==> src/logic/mpis_regs.svh <==
`ifndef MPIS_REGS_SVH
`define MPIS_REGS_SVH

// ****************************************************************
// Counts
// ****************************************************************
`define MPIS_NEXT        16
`define MPIS_NIPI        4
`define MPIS_NSRC        21
`define MPIS_SRC_TIMER   5'd16
`define MPIS_SRC_IPI0    5'd17
`define MPIS_SCAN_LEN    16
`define MPIS_SCAN_DIV    1

// ****************************************************************
// Offsets (byte addresses on APB)
// ****************************************************************
`define MPIS_ACK_OFS     24'h200a00
`define MPIS_CTP_OFS     24'h200a80
`define MPIS_EOI_OFS     24'h200b00
`define MPIS_DISP_OFS    24'h200040
`define MPIS_GCFG_OFS    24'h001020
`define MPIS_PINIT_OFS   24'h001090
`define MPIS_IPIVP_OFS   24'h0010c0
`define MPIS_TBASE_OFS   24'h001110
`define MPIS_TVP_OFS     24'h001120
`define MPIS_EXTVP_OFS   24'h010000

// ****************************************************************
// Fields and reset values
// ****************************************************************
`define MPIS_VP_MASK     31
`define MPIS_VP_ACT      30
`define MPIS_VP_POL      23
`define MPIS_VP_SENSE    22
`define MPIS_VP_PRIO     16
`define MPIS_GCFG_MIXED  0
`define MPIS_GCFG_TIE    1
`define MPIS_TB_INHIBIT  31
`define MPIS_CTP_RST     4'hf
`define MPIS_DST_RST     2'h1
`define MPIS_SPUR_VEC    8'hff

`endif

==> src/logic/mpis_pkg.sv <==
package mpis_pkg;
  `include "mpis_regs.svh"

  typedef logic [4:0] mpis_src_t;

  typedef struct packed {
    logic       valid;
    mpis_src_t  src;
    logic [3:0] prio;
  } mpis_sel_t;

  typedef struct packed {
    logic       mask;
    logic       pol;
    logic       sense;
    logic [3:0] prio;
    logic [7:0] vector;
  } mpis_vp_t;

  typedef enum logic [3:0] {
    MPIS_R_NONE, MPIS_R_ACK, MPIS_R_CTP, MPIS_R_EOI, MPIS_R_DISP, MPIS_R_GCFG,
    MPIS_R_PINIT, MPIS_R_IPIVP, MPIS_R_TBASE, MPIS_R_TVP, MPIS_R_EXTVP, MPIS_R_EXTDST
  } mpis_reg_t;
endpackage

==> src/logic/mpis_top.sv <==
// Design decisions made here: the APB slave port and the register addresses.
`timescale 1ns/1ps
`default_nettype none
`include "mpis_regs.svh"

// Functional notes
// Ack address is base plus cpu shifted twelve
// Ack read returns requesting source vector
// Acknowledged level blocks equal or lower priority
// End of interrupt retires highest in-service
// Software writes zero as end of interrupt
// Private end of interrupt and task priority
// Task priority resets to fifteen
// Sources reset masked, priority zero, inactive
// Init cleared, timer stopped, interrupt masked
// Reset in pass-through: source zero to cpu0
// Software selects mixed mode at init
// Four interprocessor channels with vector/priority
// Dispatch mask raises interrupt, shared, two addresses
// Own bit in mask gives self-interrupt
// Mask, wait inactive, change, unmask
// Deliver only above current task priority
// Task priorities choose distributed destination
// Task priority change may act late
// Level source negated scan length before end
// Serial scan delays level changes seen
// Legacy second vector fetch not served here
// End of interrupt clears legacy in-service bit
// Ack sets, end of interrupt clears in-service
// Edge pending clears on ack, level follows
// Masked condition remembered until unmasked
// Task priority four bits, fifteen blocks all
module mpis_top
  import mpis_pkg::*;
#(
  parameter int SCAN_DIV = `MPIS_SCAN_DIV
)(
  input  wire logic        pclk,
  input  wire logic        presetn,
  input  wire logic [23:0] paddr,
  input  wire logic        psel,
  input  wire logic        penable,
  input  wire logic        pwrite,
  input  wire logic [31:0] pwdata,
  output var  logic [31:0] prdata,
  output var  logic        pready,
  output var  logic        pslverr,
  input  wire logic [15:0] ext_irq,
  output var  logic [1:0]  cpu_int,
  output var  logic [1:0]  cpu_init
);

  localparam int NS = `MPIS_NSRC;
  localparam logic [23:0] ACK_A   = `MPIS_ACK_OFS;
  localparam logic [23:0] CTP_A   = `MPIS_CTP_OFS;
  localparam logic [23:0] EOI_A   = `MPIS_EOI_OFS;
  localparam logic [23:0] DISP_A  = `MPIS_DISP_OFS;
  localparam logic [23:0] IPIVP_A = `MPIS_IPIVP_OFS;
  localparam logic [23:0] EXTVP_A = `MPIS_EXTVP_OFS;

  if (SCAN_DIV < 1 || SCAN_DIV > 256)
  begin : g_bad_div
    $error("SCAN_DIV out of range");
  end

  // ****************************************************************
  // Register state
  // ****************************************************************
  mpis_vp_t          vp [NS];
  logic [1:0]        ext_dst [16];
  logic [3:0]        ctp [2];
  logic              mixed;
  logic              tie_cpu1;
  logic              tinh;
  logic [30:0]       tbase;
  logic [30:0]       tcnt;
  logic [NS-1:0]     in_service_record [2];
  mpis_sel_t         irr [2];
  logic [15:0]       ext_pend;
  logic              tim_pend;
  logic [3:0]        ipi_pend [2];

  // ****************************************************************
  // APB decode
  // ****************************************************************
  mpis_reg_t  reg_sel;
  logic       reg_cpu;
  logic [3:0] reg_idx;
  logic       setup;
  logic       fire;
  logic       wr_fire;

  assign setup   = psel && !penable;
  assign fire    = psel && penable && pready;
  assign wr_fire = fire && pwrite;
  assign reg_cpu = paddr[12];

  always_comb
  begin
    reg_sel = MPIS_R_NONE;
    reg_idx = 4'h0;
    if (paddr[23:13] == ACK_A[23:13])
    begin
      if (paddr[11:0] == ACK_A[11:0])
        reg_sel = MPIS_R_ACK;
      else if (paddr[11:0] == CTP_A[11:0])
        reg_sel = MPIS_R_CTP;
      else if (paddr[11:0] == EOI_A[11:0])
        reg_sel = MPIS_R_EOI;
      else if (paddr[11:6] == DISP_A[11:6] && paddr[3:0] == 4'h0)
      begin
        reg_sel = MPIS_R_DISP;
        reg_idx = {2'h0, paddr[5:4]};
      end
    end
    else if (paddr == `MPIS_GCFG_OFS)
      reg_sel = MPIS_R_GCFG;
    else if (paddr == `MPIS_PINIT_OFS)
      reg_sel = MPIS_R_PINIT;
    else if (paddr == `MPIS_TBASE_OFS)
      reg_sel = MPIS_R_TBASE;
    else if (paddr == `MPIS_TVP_OFS)
      reg_sel = MPIS_R_TVP;
    else if (paddr[23:6] == IPIVP_A[23:6] && paddr[3:0] == 4'h0)
    begin
      reg_sel = MPIS_R_IPIVP;
      reg_idx = {2'h0, paddr[5:4]};
    end
    else if (paddr[23:9] == EXTVP_A[23:9] && paddr[3:0] == 4'h0)
    begin
      reg_sel = paddr[4] ? MPIS_R_EXTDST : MPIS_R_EXTVP;
      reg_idx = paddr[8:5];
    end
  end

  // ****************************************************************
  // External inputs: synchroniser and serial scan
  // ****************************************************************
  logic [15:0] ext_s1, ext_s2, ext_s3, ext_stable, scanned, ext_prev;
  logic [15:0] ext_act;
  logic [7:0]  div_cnt;
  logic        scan_tick;
  logic [3:0]  scan_idx;

  always_ff @(posedge pclk or negedge presetn)
  begin
    if (!presetn)
    begin
      ext_s1     <= 16'h0;
      ext_s2     <= 16'h0;
      ext_s3     <= 16'h0;
      ext_stable <= 16'h0;
    end
    else
    begin
      ext_s1     <= ext_irq;
      ext_s2     <= ext_s1;
      ext_s3     <= ext_s2;
      ext_stable <= (~(ext_s2 ^ ext_s3) & ext_s3) | ((ext_s2 ^ ext_s3) & ext_stable);
    end
  end

  // One input per tick: a level change is seen up to a full scan late
  always_ff @(posedge pclk or negedge presetn)
  begin
    if (!presetn)
    begin
      div_cnt   <= 8'h0;
      scan_tick <= 1'b0;
      scan_idx  <= 4'h0;
      scanned   <= 16'h0;
    end
    else
    begin
      scan_tick <= (div_cnt == 8'(SCAN_DIV - 1));
      div_cnt   <= (div_cnt == 8'(SCAN_DIV - 1)) ? 8'h0 : div_cnt + 8'h1;
      if (scan_tick)
      begin
        scanned[scan_idx] <= ext_stable[scan_idx];
        scan_idx          <= scan_idx + 4'h1;
      end
    end
  end

  always_comb
  begin
    for (int s = 0; s < 16; s++)
      ext_act[s] = (scanned[s] == vp[s].pol);
  end

  // ****************************************************************
  // Selection and routing
  // ****************************************************************
  function automatic mpis_sel_t pick(input logic [NS-1:0] req, input logic [NS-1:0][3:0] pr);
    mpis_sel_t r;
    r = '0;
    for (int s = 0; s < NS; s++)
      if (req[s] && (!r.valid || pr[s] > r.prio))
      begin
        r.valid = 1'b1;
        r.src   = 5'(s);
        r.prio  = pr[s];
      end
    return r;
  endfunction

  logic [NS-1:0][3:0] prio_of;
  logic [NS-1:0]      req [2];
  mpis_sel_t          sel [2];
  mpis_sel_t          isr_top [2];
  logic [1:0]         deliver;
  logic [1:0]         freeze;
  logic [NS-1:0]      act;

  always_comb
  begin
    for (int s = 0; s < NS; s++)
      prio_of[s] = vp[s].prio;
    for (int c = 0; c < 2; c++)
    begin
      for (int s = 0; s < 16; s++)
        req[c][s] = ext_pend[s] && !vp[s].mask && ext_dst[s][c];
      req[c][16] = (c == 0) && tim_pend && !vp[16].mask;
      for (int k = 0; k < 4; k++)
        req[c][17 + k] = ipi_pend[c][k] && !vp[17 + k].mask;
      req[c]     = req[c] & ~in_service_record[c];
      sel[c]     = pick(req[c], prio_of);
      isr_top[c] = pick(in_service_record[c], prio_of);
      deliver[c] = irr[c].valid && (irr[c].prio > ctp[c])
        && (!isr_top[c].valid || irr[c].prio > isr_top[c].prio);
      if (irr[c].valid && irr[c].src < `MPIS_SRC_TIMER && ext_dst[irr[c].src[3:0]] == 2'h3)
        deliver[c] = deliver[c] && !in_service_record[1 - c][irr[c].src]
          && ((ctp[c] < ctp[1 - c]) || (ctp[c] == ctp[1 - c] && tie_cpu1 == c[0]));
      freeze[c] = psel && reg_sel == MPIS_R_ACK && reg_cpu == c[0];
    end
    for (int s = 0; s < NS; s++)
      act[s] = in_service_record[0][s] || in_service_record[1][s];
    for (int s = 0; s < 16; s++)
      act[s] = act[s] || ext_pend[s];
    act[16] = act[16] || tim_pend;
    for (int k = 0; k < 4; k++)
      act[17 + k] = act[17 + k] || ipi_pend[0][k] || ipi_pend[1][k];
  end

  // Request register held during an acknowledge so the vector cannot move
  always_ff @(posedge pclk or negedge presetn)
  begin
    if (!presetn)
    begin
      irr[0] <= '0;
      irr[1] <= '0;
    end
    else
    begin
      for (int c = 0; c < 2; c++)
        if (!freeze[c])
          irr[c] <= sel[c];
    end
  end

  always_ff @(posedge pclk or negedge presetn)
  begin
    if (!presetn)
      cpu_int <= 2'h0;
    else if (!mixed)
      cpu_int <= {1'b0, ext_stable[0]};
    else
      cpu_int <= deliver;
  end

  // ****************************************************************
  // Acknowledge and in-service record
  // ****************************************************************
  logic      ack_ok;
  logic      ack_cpu;
  mpis_src_t ack_src;
  logic      ack_fire;
  logic [1:0] eoi_fire;

  assign ack_fire = fire && ack_ok;

  always_ff @(posedge pclk or negedge presetn)
  begin
    if (!presetn)
    begin
      ack_ok  <= 1'b0;
      ack_cpu <= 1'b0;
      ack_src <= '0;
    end
    else if (setup && !pwrite && reg_sel == MPIS_R_ACK)
    begin
      ack_ok  <= mixed && deliver[reg_cpu];
      ack_cpu <= reg_cpu;
      ack_src <= irr[reg_cpu].src;
    end
    else if (fire)
      ack_ok <= 1'b0;
  end

  always_comb
  begin
    for (int c = 0; c < 2; c++)
      eoi_fire[c] = wr_fire && reg_sel == MPIS_R_EOI && reg_cpu == c[0];
  end

  // Write data of an end of interrupt is ignored: only the nonspecific form exists
  always_ff @(posedge pclk or negedge presetn)
  begin
    if (!presetn)
    begin
      in_service_record[0] <= '0;
      in_service_record[1] <= '0;
    end
    else
    begin
      for (int c = 0; c < 2; c++)
      begin
        if (eoi_fire[c] && isr_top[c].valid)
          in_service_record[c][isr_top[c].src] <= 1'b0;
        if (ack_fire && ack_cpu == c[0])
          in_service_record[c][ack_src] <= 1'b1;
      end
    end
  end

  // ****************************************************************
  // Pending capture
  // ****************************************************************
  always_ff @(posedge pclk or negedge presetn)
  begin
    if (!presetn)
    begin
      // Reset polarity makes every source look active: no false edge after reset
      ext_prev <= 16'hffff;
      ext_pend <= 16'h0;
    end
    else
    begin
      ext_prev <= ext_act;
      for (int s = 0; s < 16; s++)
        if (vp[s].sense)
          ext_pend[s] <= ext_act[s];
        else if (ext_act[s] && !ext_prev[s])
          ext_pend[s] <= 1'b1;
        else if (ack_fire && ack_src == 5'(s))
          ext_pend[s] <= 1'b0;
    end
  end

  always_ff @(posedge pclk or negedge presetn)
  begin
    if (!presetn)
    begin
      ipi_pend[0] <= 4'h0;
      ipi_pend[1] <= 4'h0;
    end
    else
    begin
      for (int c = 0; c < 2; c++)
        for (int k = 0; k < 4; k++)
          if (wr_fire && reg_sel == MPIS_R_DISP && reg_idx[1:0] == 2'(k) && pwdata[c])
            ipi_pend[c][k] <= 1'b1;
          else if (ack_fire && ack_cpu == c[0] && ack_src == `MPIS_SRC_IPI0 + 5'(k))
            ipi_pend[c][k] <= 1'b0;
    end
  end

  // Timer counts only when released; it always targets cpu0
  always_ff @(posedge pclk or negedge presetn)
  begin
    if (!presetn)
    begin
      tcnt     <= 31'h0;
      tim_pend <= 1'b0;
    end
    else
    begin
      if (wr_fire && reg_sel == MPIS_R_TBASE)
        tcnt <= pwdata[30:0];
      else if (!tinh)
        tcnt <= (tcnt == 31'h0) ? tbase : tcnt - 31'h1;
      if (!tinh && tcnt == 31'h0)
        tim_pend <= 1'b1;
      else if (ack_fire && ack_cpu == 1'b0 && ack_src == `MPIS_SRC_TIMER)
        tim_pend <= 1'b0;
    end
  end

  // ****************************************************************
  // Configuration registers
  // ****************************************************************
  always_ff @(posedge pclk or negedge presetn)
  begin
    if (!presetn)
    begin
      for (int s = 0; s < NS; s++)
        vp[s] <= '{mask: 1'b1, default: '0};
      for (int s = 0; s < 16; s++)
        ext_dst[s] <= `MPIS_DST_RST;
      ctp[0]   <= `MPIS_CTP_RST;
      ctp[1]   <= `MPIS_CTP_RST;
      mixed    <= 1'b0;
      tie_cpu1 <= 1'b0;
      tinh     <= 1'b1;
      tbase    <= 31'h0;
      cpu_init <= 2'h0;
    end
    else if (wr_fire)
    begin
      unique case (reg_sel)
        MPIS_R_CTP:    ctp[reg_cpu] <= pwdata[3:0];
        MPIS_R_GCFG:
        begin
          mixed    <= pwdata[`MPIS_GCFG_MIXED];
          tie_cpu1 <= pwdata[`MPIS_GCFG_TIE];
        end
        MPIS_R_PINIT:  cpu_init <= pwdata[1:0];
        MPIS_R_TBASE:
        begin
          tinh  <= pwdata[`MPIS_TB_INHIBIT];
          tbase <= pwdata[30:0];
        end
        MPIS_R_TVP:    vp[16] <= {pwdata[31], 2'h0, pwdata[19:16], pwdata[7:0]};
        MPIS_R_IPIVP:  vp[17 + reg_idx[1:0]] <= {pwdata[31], 2'h0, pwdata[19:16], pwdata[7:0]};
        MPIS_R_EXTVP:  vp[reg_idx] <= {pwdata[31], pwdata[23:22], pwdata[19:16], pwdata[7:0]};
        MPIS_R_EXTDST: ext_dst[reg_idx] <= pwdata[1:0];
        default: ;
      endcase
    end
  end

  // ****************************************************************
  // Read data and bus answer
  // ****************************************************************
  logic [31:0] rdval;
  logic [4:0]  vsrc;

  always_comb
  begin
    vsrc = 5'(reg_idx);
    if (reg_sel == MPIS_R_TVP)
      vsrc = `MPIS_SRC_TIMER;
    else if (reg_sel == MPIS_R_IPIVP)
      vsrc = `MPIS_SRC_IPI0 + {3'h0, reg_idx[1:0]};
    rdval = 32'h0;
    unique case (reg_sel)
      MPIS_R_ACK:
        rdval = {24'h0, (mixed && deliver[reg_cpu]) ? vp[irr[reg_cpu].src].vector
                                                    : `MPIS_SPUR_VEC};
      MPIS_R_CTP:    rdval = {28'h0, ctp[reg_cpu]};
      MPIS_R_GCFG:   rdval = {30'h0, tie_cpu1, mixed};
      MPIS_R_PINIT:  rdval = {30'h0, cpu_init};
      MPIS_R_TBASE:  rdval = {tinh, tbase};
      MPIS_R_TVP, MPIS_R_IPIVP, MPIS_R_EXTVP:
        rdval = {vp[vsrc].mask, act[vsrc], 6'h0, vp[vsrc].pol, vp[vsrc].sense, 2'h0,
                 vp[vsrc].prio, 8'h0, vp[vsrc].vector};
      MPIS_R_EXTDST: rdval = {30'h0, ext_dst[reg_idx]};
      default:       rdval = 32'h0;
    endcase
  end

  always_ff @(posedge pclk or negedge presetn)
  begin
    if (!presetn)
    begin
      pready  <= 1'b0;
      pslverr <= 1'b0;
      prdata  <= 32'h0;
    end
    else
    begin
      pready  <= setup;
      pslverr <= setup && reg_sel == MPIS_R_NONE;
      if (setup)
        prdata <= pwrite ? 32'h0 : rdval;
    end
  end
endmodule // mpis_top

`default_nettype wire

==> config.mk <==
export PLATFORM = sky130hd
export DESIGN_NAME = mpis_top
export DESIGN_NICKNAME = d
export VERILOG_FILES = /design/src/logic/mpis_pkg.sv /design/src/logic/mpis_top.sv
export VERILOG_INCLUDE_DIRS = /design/src /design/src/logic
export SDC_FILE = /design/constraint.sdc
export NUM_CORES = 2
export LEC_CHECK = 0
export ABC_AREA = 1
export BUFFER_PORTS_ARGS = -buffer_cell sky130_fd_sc_hd__buf_2
export CORE_ASPECT_RATIO = 0.8
export CORE_MARGIN = 5
export CORE_UTILIZATION = 25
export CTS_CLUSTER_DIAMETER = 200
export DETAILED_ROUTE_END_ITERATION = 7
export HOLD_SLACK_MARGIN = 0.06
export PLACE_DENSITY = 0.45
export SYNTH_ARGS = -nofsm -noshare
export SYNTH_HDL_FRONTEND = slang
export SYNTH_SLANG_ARGS = --single-unit
==> constraint.sdc <==
create_clock -name pclk -period 20.6 [get_ports pclk]
set_input_delay 1.03 -clock pclk [delete_from_list [all_inputs] [get_ports pclk]]
set_output_delay 1.03 -clock pclk [all_outputs]
set_load 0.03 [all_outputs]
# --- Word-level counts from Yosys, hierarchy flattened ---
# Cells that the tools add are included.
# W data, S select, Z words.
classes:
  reduce_logical: 533
  mux: 246
  addsub: 5
  bitwise: 25
  eq_ne: 66
  n_lt_le_gt_ge: 111
ops:
  columns: ["operator", "n"]
  rows:
  - ["$mux W10", 84]
  - ["$bwmux W315", 2]
  - ["$pmux W240 S2", 1]
  - ["$gt A4 B4 Y1", 84]
  - ["$logic_and A1 B1 Y1", 237]
  - ["$pmux W32 S7", 1]
  - ["$bmux W15 S5", 2]
  - ["$demux W15 S5", 2]
  - ["$logic_or A1 B1 Y1", 130]
  - ["$logic_not A1 Y1", 124]
  - ["$pmux W60 S2", 1]
  - ["$eq A24 B13 Y1 const B", 4]
  - ["$mux W4", 24]
  - ["$mux W31", 3]
  - ["$and A21 B21 Y21", 4]
  - ["$mux W21", 4]
  - ["$not A21 Y21", 4]
  - ["$mux W1", 81]
  - ["$mux W15", 4]
  - ["$reduce_bool A3 Y1", 17]
  - ["$pmux W15 S3", 1]
  - ["$or A21 B21 Y21", 2]
  - ["$eq A5 B4 Y1 const B", 8]
  - ["$eq A12 B12 Y1 const B", 3]
  - ["70 further kinds", 159]
totals:
  wordCells: 1164
  ff_bits: 661
  in_bits: 77
  out_inout_bits: 38

# --- Depth between registers and ports, before layout ---
logic_depth:
  ltp_word: 93
  ltp_mapped: 228
  depth_no_buf: 217

# --- Worst setup path before layout ---
# OpenSTA, ideal clock, no wires.
synth_timing:
  path_type: "reg2reg"
  start: "register in_service_record[21] (netlist name)"
  end: "register prdata[1]"
  path_stages_with_launch: 221
  n_path_buf: 11
  arrival_ns: 22.102
  setup_slack_ns: -1.623
  path_cell_list: "dfrtp_1 buf_4 nand2_1 ha_1 nand2_1 inv_2 nand2_1 nand2_1 nand2_1 nand2_2 nand2_2 o21ai_0 ha_1 inv_1 nor2_1 o21ai_1 nand2_1 nand2_1 [... 185 more ...] a32o_1 nand2_1 nand2_1 buf_2 nand2_1 o21ai_1 ha_1 nand2_1 o21bai_1 nand2_1 o21ai_0 a221o_1 o21ai_0 nand2_1 inv_1 o221ai_1 a221o_1 a22o_1"
synth_via:
  elab_chain_len: 93
  word_cells_on_any_way: 120
synth_rtl:
  columns: ["item", "line_no", "source"]
  rows:
  - ["start: declaration", "mpis_top.sv:77", "logic [NS-1:0] in_service_record [2];"]
  - ["$mux W10", "mpis_top.sv:198", "if (req[s] && (!r.valid || pr[s] > r.prio))"]
  - ["$gt A4 B4 Y1 or $logic_not A1 Y1 (tied branches)", "mpis_top.sv:198", null]
  - ["$logic_or A1 B1 Y1", "mpis_top.sv:198", null]
  - ["$logic_and A1 B1 Y1", "mpis_top.sv:198", null]
  - ["$mux W10", "mpis_top.sv:198", null]
  - ["$gt A4 B4 Y1 or $logic_not A1 Y1 (tied branches)", "mpis_top.sv:198", null]
  - ["$logic_or A1 B1 Y1", "mpis_top.sv:198", null]
  - ["$logic_and A1 B1 Y1", "mpis_top.sv:198", null]
  - ["[... 76 more ...]", null, null]
  - ["$logic_and A1 B1 Y1", "mpis_top.sv:232", "deliver[c] = deliver[c] && !in_service_record[1 - c][irr[c].src]"]
  - ["$logic_and A1 B1 Y1", "mpis_top.sv:233", "&& ((ctp[c] < ctp[1 - c]) || (ctp[c] == ctp[1 - c] && tie_cpu1 == c[0]));"]
  - ["$mux W1", "mpis_top.sv:231", "if (irr[c].valid && irr[c].src < `MPIS_SRC_TIMER && ext_dst[irr[c].src[3:0]] == 2'h3)"]
  - ["$mux W1 (not written as such) * (2 in a row)", "mpis_top.sv:448", "rdval = {24'h0, (mixed && deliver[reg_cpu]) ? vp[irr[reg_cpu].src].vector"]
  - ["$logic_and A1 B1 Y1 *", "mpis_top.sv:448", null]
  - ["$mux W8 (no source line) *", null, null]
  - ["$pmux W32 S7 *", "mpis_top.sv:446", "unique case (reg_sel)"]
  - ["$mux W32 *", "mpis_top.sv:475", "prdata <= pwrite ? 32'h0 : rdval;"]
  - ["end signal: assignment", "mpis_top.sv:475", null]
  - ["end: declaration", "mpis_top.sv:45", "output var logic [31:0] prdata,"]
# Mark *: on every way between the ends. The rest lies on a longest branch, timed or not. The select of a mux whose other input is x is not followed.
# A chain may end at the register's enable or synchronous reset.

# --- Worst setup path after layout ---
layout_timing:
  start: "register in_service_record[0] (netlist name)"
  end: "register prdata[3]"
# The elaborated chain is that of the path after synthesis.

==> flow_summary.ini <==
[setup_path]
critPathTopFamily = simple AND/OR/NAND/NOR gates
critPathArrivalTime_ps = 24030
cp_slowest_cell = dfrtp_1
cpMostUsedCell = nand2_1
critical_path.max_stage_delay_ps = 370
critPathBufInv = 25
worstSetupEndpointType = flip-flop
critPathRequiredTime_ps = 21180
worstSetupPathType = reg -> reg
worst_setup_path_start_kind = flip-flop
critPathMaxFanout = 8

[place]
io_buffers = 114
gp_congestion = 0.925
dp_hpwl_mm = 150
place_area_sq_um = 54400

[clocking]
hold_buffers = 0
worstSkewPairLatency_ps = 710
clockBufferDepth = 3
clkTransAtPathRegs_ps = 60
tritoncts = yes
cts_sinks = 653
cts-root-buf = clkbuf_16
htree_levels = 3
numCtsBuffers = 81

[yosys]
async_flop_share_pct = 100
ys_warn_count = 0
synth_top_area_share_pct = 31.6
ys_types = 70
synth_seq_cells = 653
synth.area.top_cells = dfrtp_1 32%, nand2_1 14%, o21ai_0 10%
synth_top_cell_by_area = dfrtp_1
synth-edff-count = 0
syn_area_sq_um = 46700
syn_inst = 6528
syn_area_per_cell_sq_um = 7.16
synth_flop_cell = dfrtp_1
synth.net_count = 6924
ys_seq_area_share_pct = 35.1

[timing]
worstMarginPinSlew_ps = 1360
period_minus_slack_ps = 23440
fin_tns_setup_ps = -136660
hold_viol_final = 0
fin_skew_ps = 48.4
slew_violations = 0
whs_ps = 347
finalSetupViolCount = 71
timing.slew.headroom_pct = 8.41
fin_crit_sh_pct = 114
fmax_ghz = 0.0427
worst_slack_ps = -2840
rsz0062_at_grt = true

[floorplanning]
die_w_um = 493
dieArea_sq_um = 196000
start_util_pct = 25.1
fp.dieH_um = 397
ioPinCount = 115
rows = 142
coreArea_sq_um = 187000

[final_layout]
final_area_sq_um = 61200
syn_to_final_growth_pct = 31.0
fin_nets = 7732
drive_gt1_share_pct = 24.9

[grt]
grt_use_total_pct = 20.1
grt-ovfl-total = 0
antenna_found_initial = 5
grt_pass1_wl_mm = 303
grt_pass1_vias = 46400
grt_start_max_net_pins = 119

[power_and_ir_drop]
worst_ir_drop_vdd_v = 0.0000605
netSwitchingFraction_pct = 24.1
combPwrFrac_pct = 3.6
power_switching_w = 0.000717
pwr-share-seq_pct = 44.0
p_leak_nw = 29.3
p_int_w = 0.00226
clkPwrFrac_pct = 52.4
powerDensity_nw_per_um2 = 48.6

[flow_run]
maxCapViolations = 0

[route]
vias = 49100
first_pass_iters = 8
drtIter0Drc = 4682
wl_per_cell_um = 20.7
vias_per_cell = 4.98
finalWirelength_mm = 204
ant_nets = 0
route.detailed.drc = 0

[outcome]
failed_checks = setup timing
status = finished, violations left

[hold_path]
hold_path.class = reg -> reg
==> metrics by stage <==
| step | power (W) | worst slack [ps] | util [%] | std cells |
|---|---|---|---|---|
| after floorplan | 0.00137 | -892 | - | 6528 |
| after global placement | 0.00144 | -3660 | 29.2 | 9491 |
| after detailed placement | 0.00144 | -4410 | 29.2 | 9491 |
| after CTS | 0.00301 | -2630 | 31.7 | 9763 |
| after global routing | 0.00308 | -4690 | 32.8 | 9849 |
| final | 0.00297 | -2840 | 32.8 | 9851 |
==> kinds of logic after synthesis <==
family | synth area share (%)
fa+ha+maj | 8.88
mux | 0.0455
xor+xnor | 0.731
buf+inv | 9.08
flops | 35.1
simple gates | 25.8
compound gates | 20.3
==> cells in the final DEF, fill, tap and decap left out, drive strengths merged, types with 101 or more instances in the layout <==
cell type	n
nand2	1827
buf	1012
o21ai	1009
inv	705
dfrtp	591
nor2	387
nand3	355
ha	319
a21oi	277
nand4	115
clkbuf	112
nor3	101
==> cells in the mapped netlist (all sizes together), types with 19 or more instances <==
library cell / count
a32o: 30
nand2: 1815
nand3: 355
o21bai: 59
o311ai: 26
o21ai: 1008
ha: 319
xnor2: 21
a21oi: 277
dfrtp: 591
dfstp: 62
inv: 705
nand4: 115
o22ai: 19
buf: 64
clkbuf: 235
nor2: 387
a31oi: 32
o211ai: 94
nor3: 101
==> layout make-up <==
type | instances | area [sq um]
fillers | 20100 | 125000
flip-flops and latches | 653 | 16400
repair buffers | 1012 | 7480
multi-input cells | 4869 | 28600
clock inverters | 35 | 583
diodes | 3 | 7.51
inverters | 719 | 2730
well taps | 2448 | 3060
clock buffers | 112 | 2320
==> worst register-to-register path, delay by kind of cell (launching register included) <==
kind                       cells  cell delay, ps
adders and majority gates     21            6040
AOI/OAI and AO/OA             43            4890
DFF                            1             370
and+or+nand+nor              123           10500
buffers and inverters         25            1530
==> final timing paths <==
path,startpoint,to,slack (ps),cells past startpoint
max in group asynchronous,presetn,prio_of[35]$_DFFE_PN0P_,16210,5
min in group asynchronous,presetn,tcnt[12]$_DFFE_PN0P_,430,1
min reg2reg,ext_s1[4]$_DFF_PN0_,ext_s2[4]$_DFF_PN0_,350,0
max,in_service_record[0]$_DFF_PN0_,prdata[3]$_DFFE_PN0P_,-2840,212
min,ext_s1[4]$_DFF_PN0_,ext_s2[4]$_DFF_PN0_,350,0
max reg2reg,in_service_record[0]$_DFF_PN0_,prdata[3]$_DFFE_PN0P_,-2840,212
==> metal layers <==
layer  track usage, %  part of all wire, %  vias up
met1             30.5                   49    23700
li1                 -                    -    23700
met4             3.86                  1.9        0
met2             29.8                   42     1535
met3             3.20                  7.0      212
met5                0                    0        -
==> flip-flops by register name, summed over array words and instances (netlist names), 4 cells and up <==
register and flops:
scan_idx 4, prdata 32, ext_s1 16, irr 20
tbase 31, tcnt 31, div_cnt 8, ctp 8
prio_of 84, scanned 16, vp 223, ext_pend 16
ack_src 5, in_service_record 42, ext_stable 16, ext_s2 16
ipi_pend 8, ext_s3 16, ext_dst 32, ext_prev 16
==> what timing repair did <==
item                                    4_1_cts  5_1_grt
endpoints found under the setup margin       71       71
buffers inserted                            114       87
pin swaps                                   224      312
gates cloned                                 11        2
gates resized for setup                     334      343
==> power by group through the flow <==
stage / Combinational [W] / Clock, W / Sequential [W]
after floorplan: 0.0000385 / 0 / 0.00133
after global placement: 0.000106 / 0 / 0.00133
after detailed placement: 0.000107 / 0 / 0.00133
after CTS: 0.000108 / 0.00160 / 0.00131
after global routing: 0.000118 / 0.00165 / 0.00131
final: 0.000106 / 0.00156 / 0.00131
(Power assumes the default switching activity.)
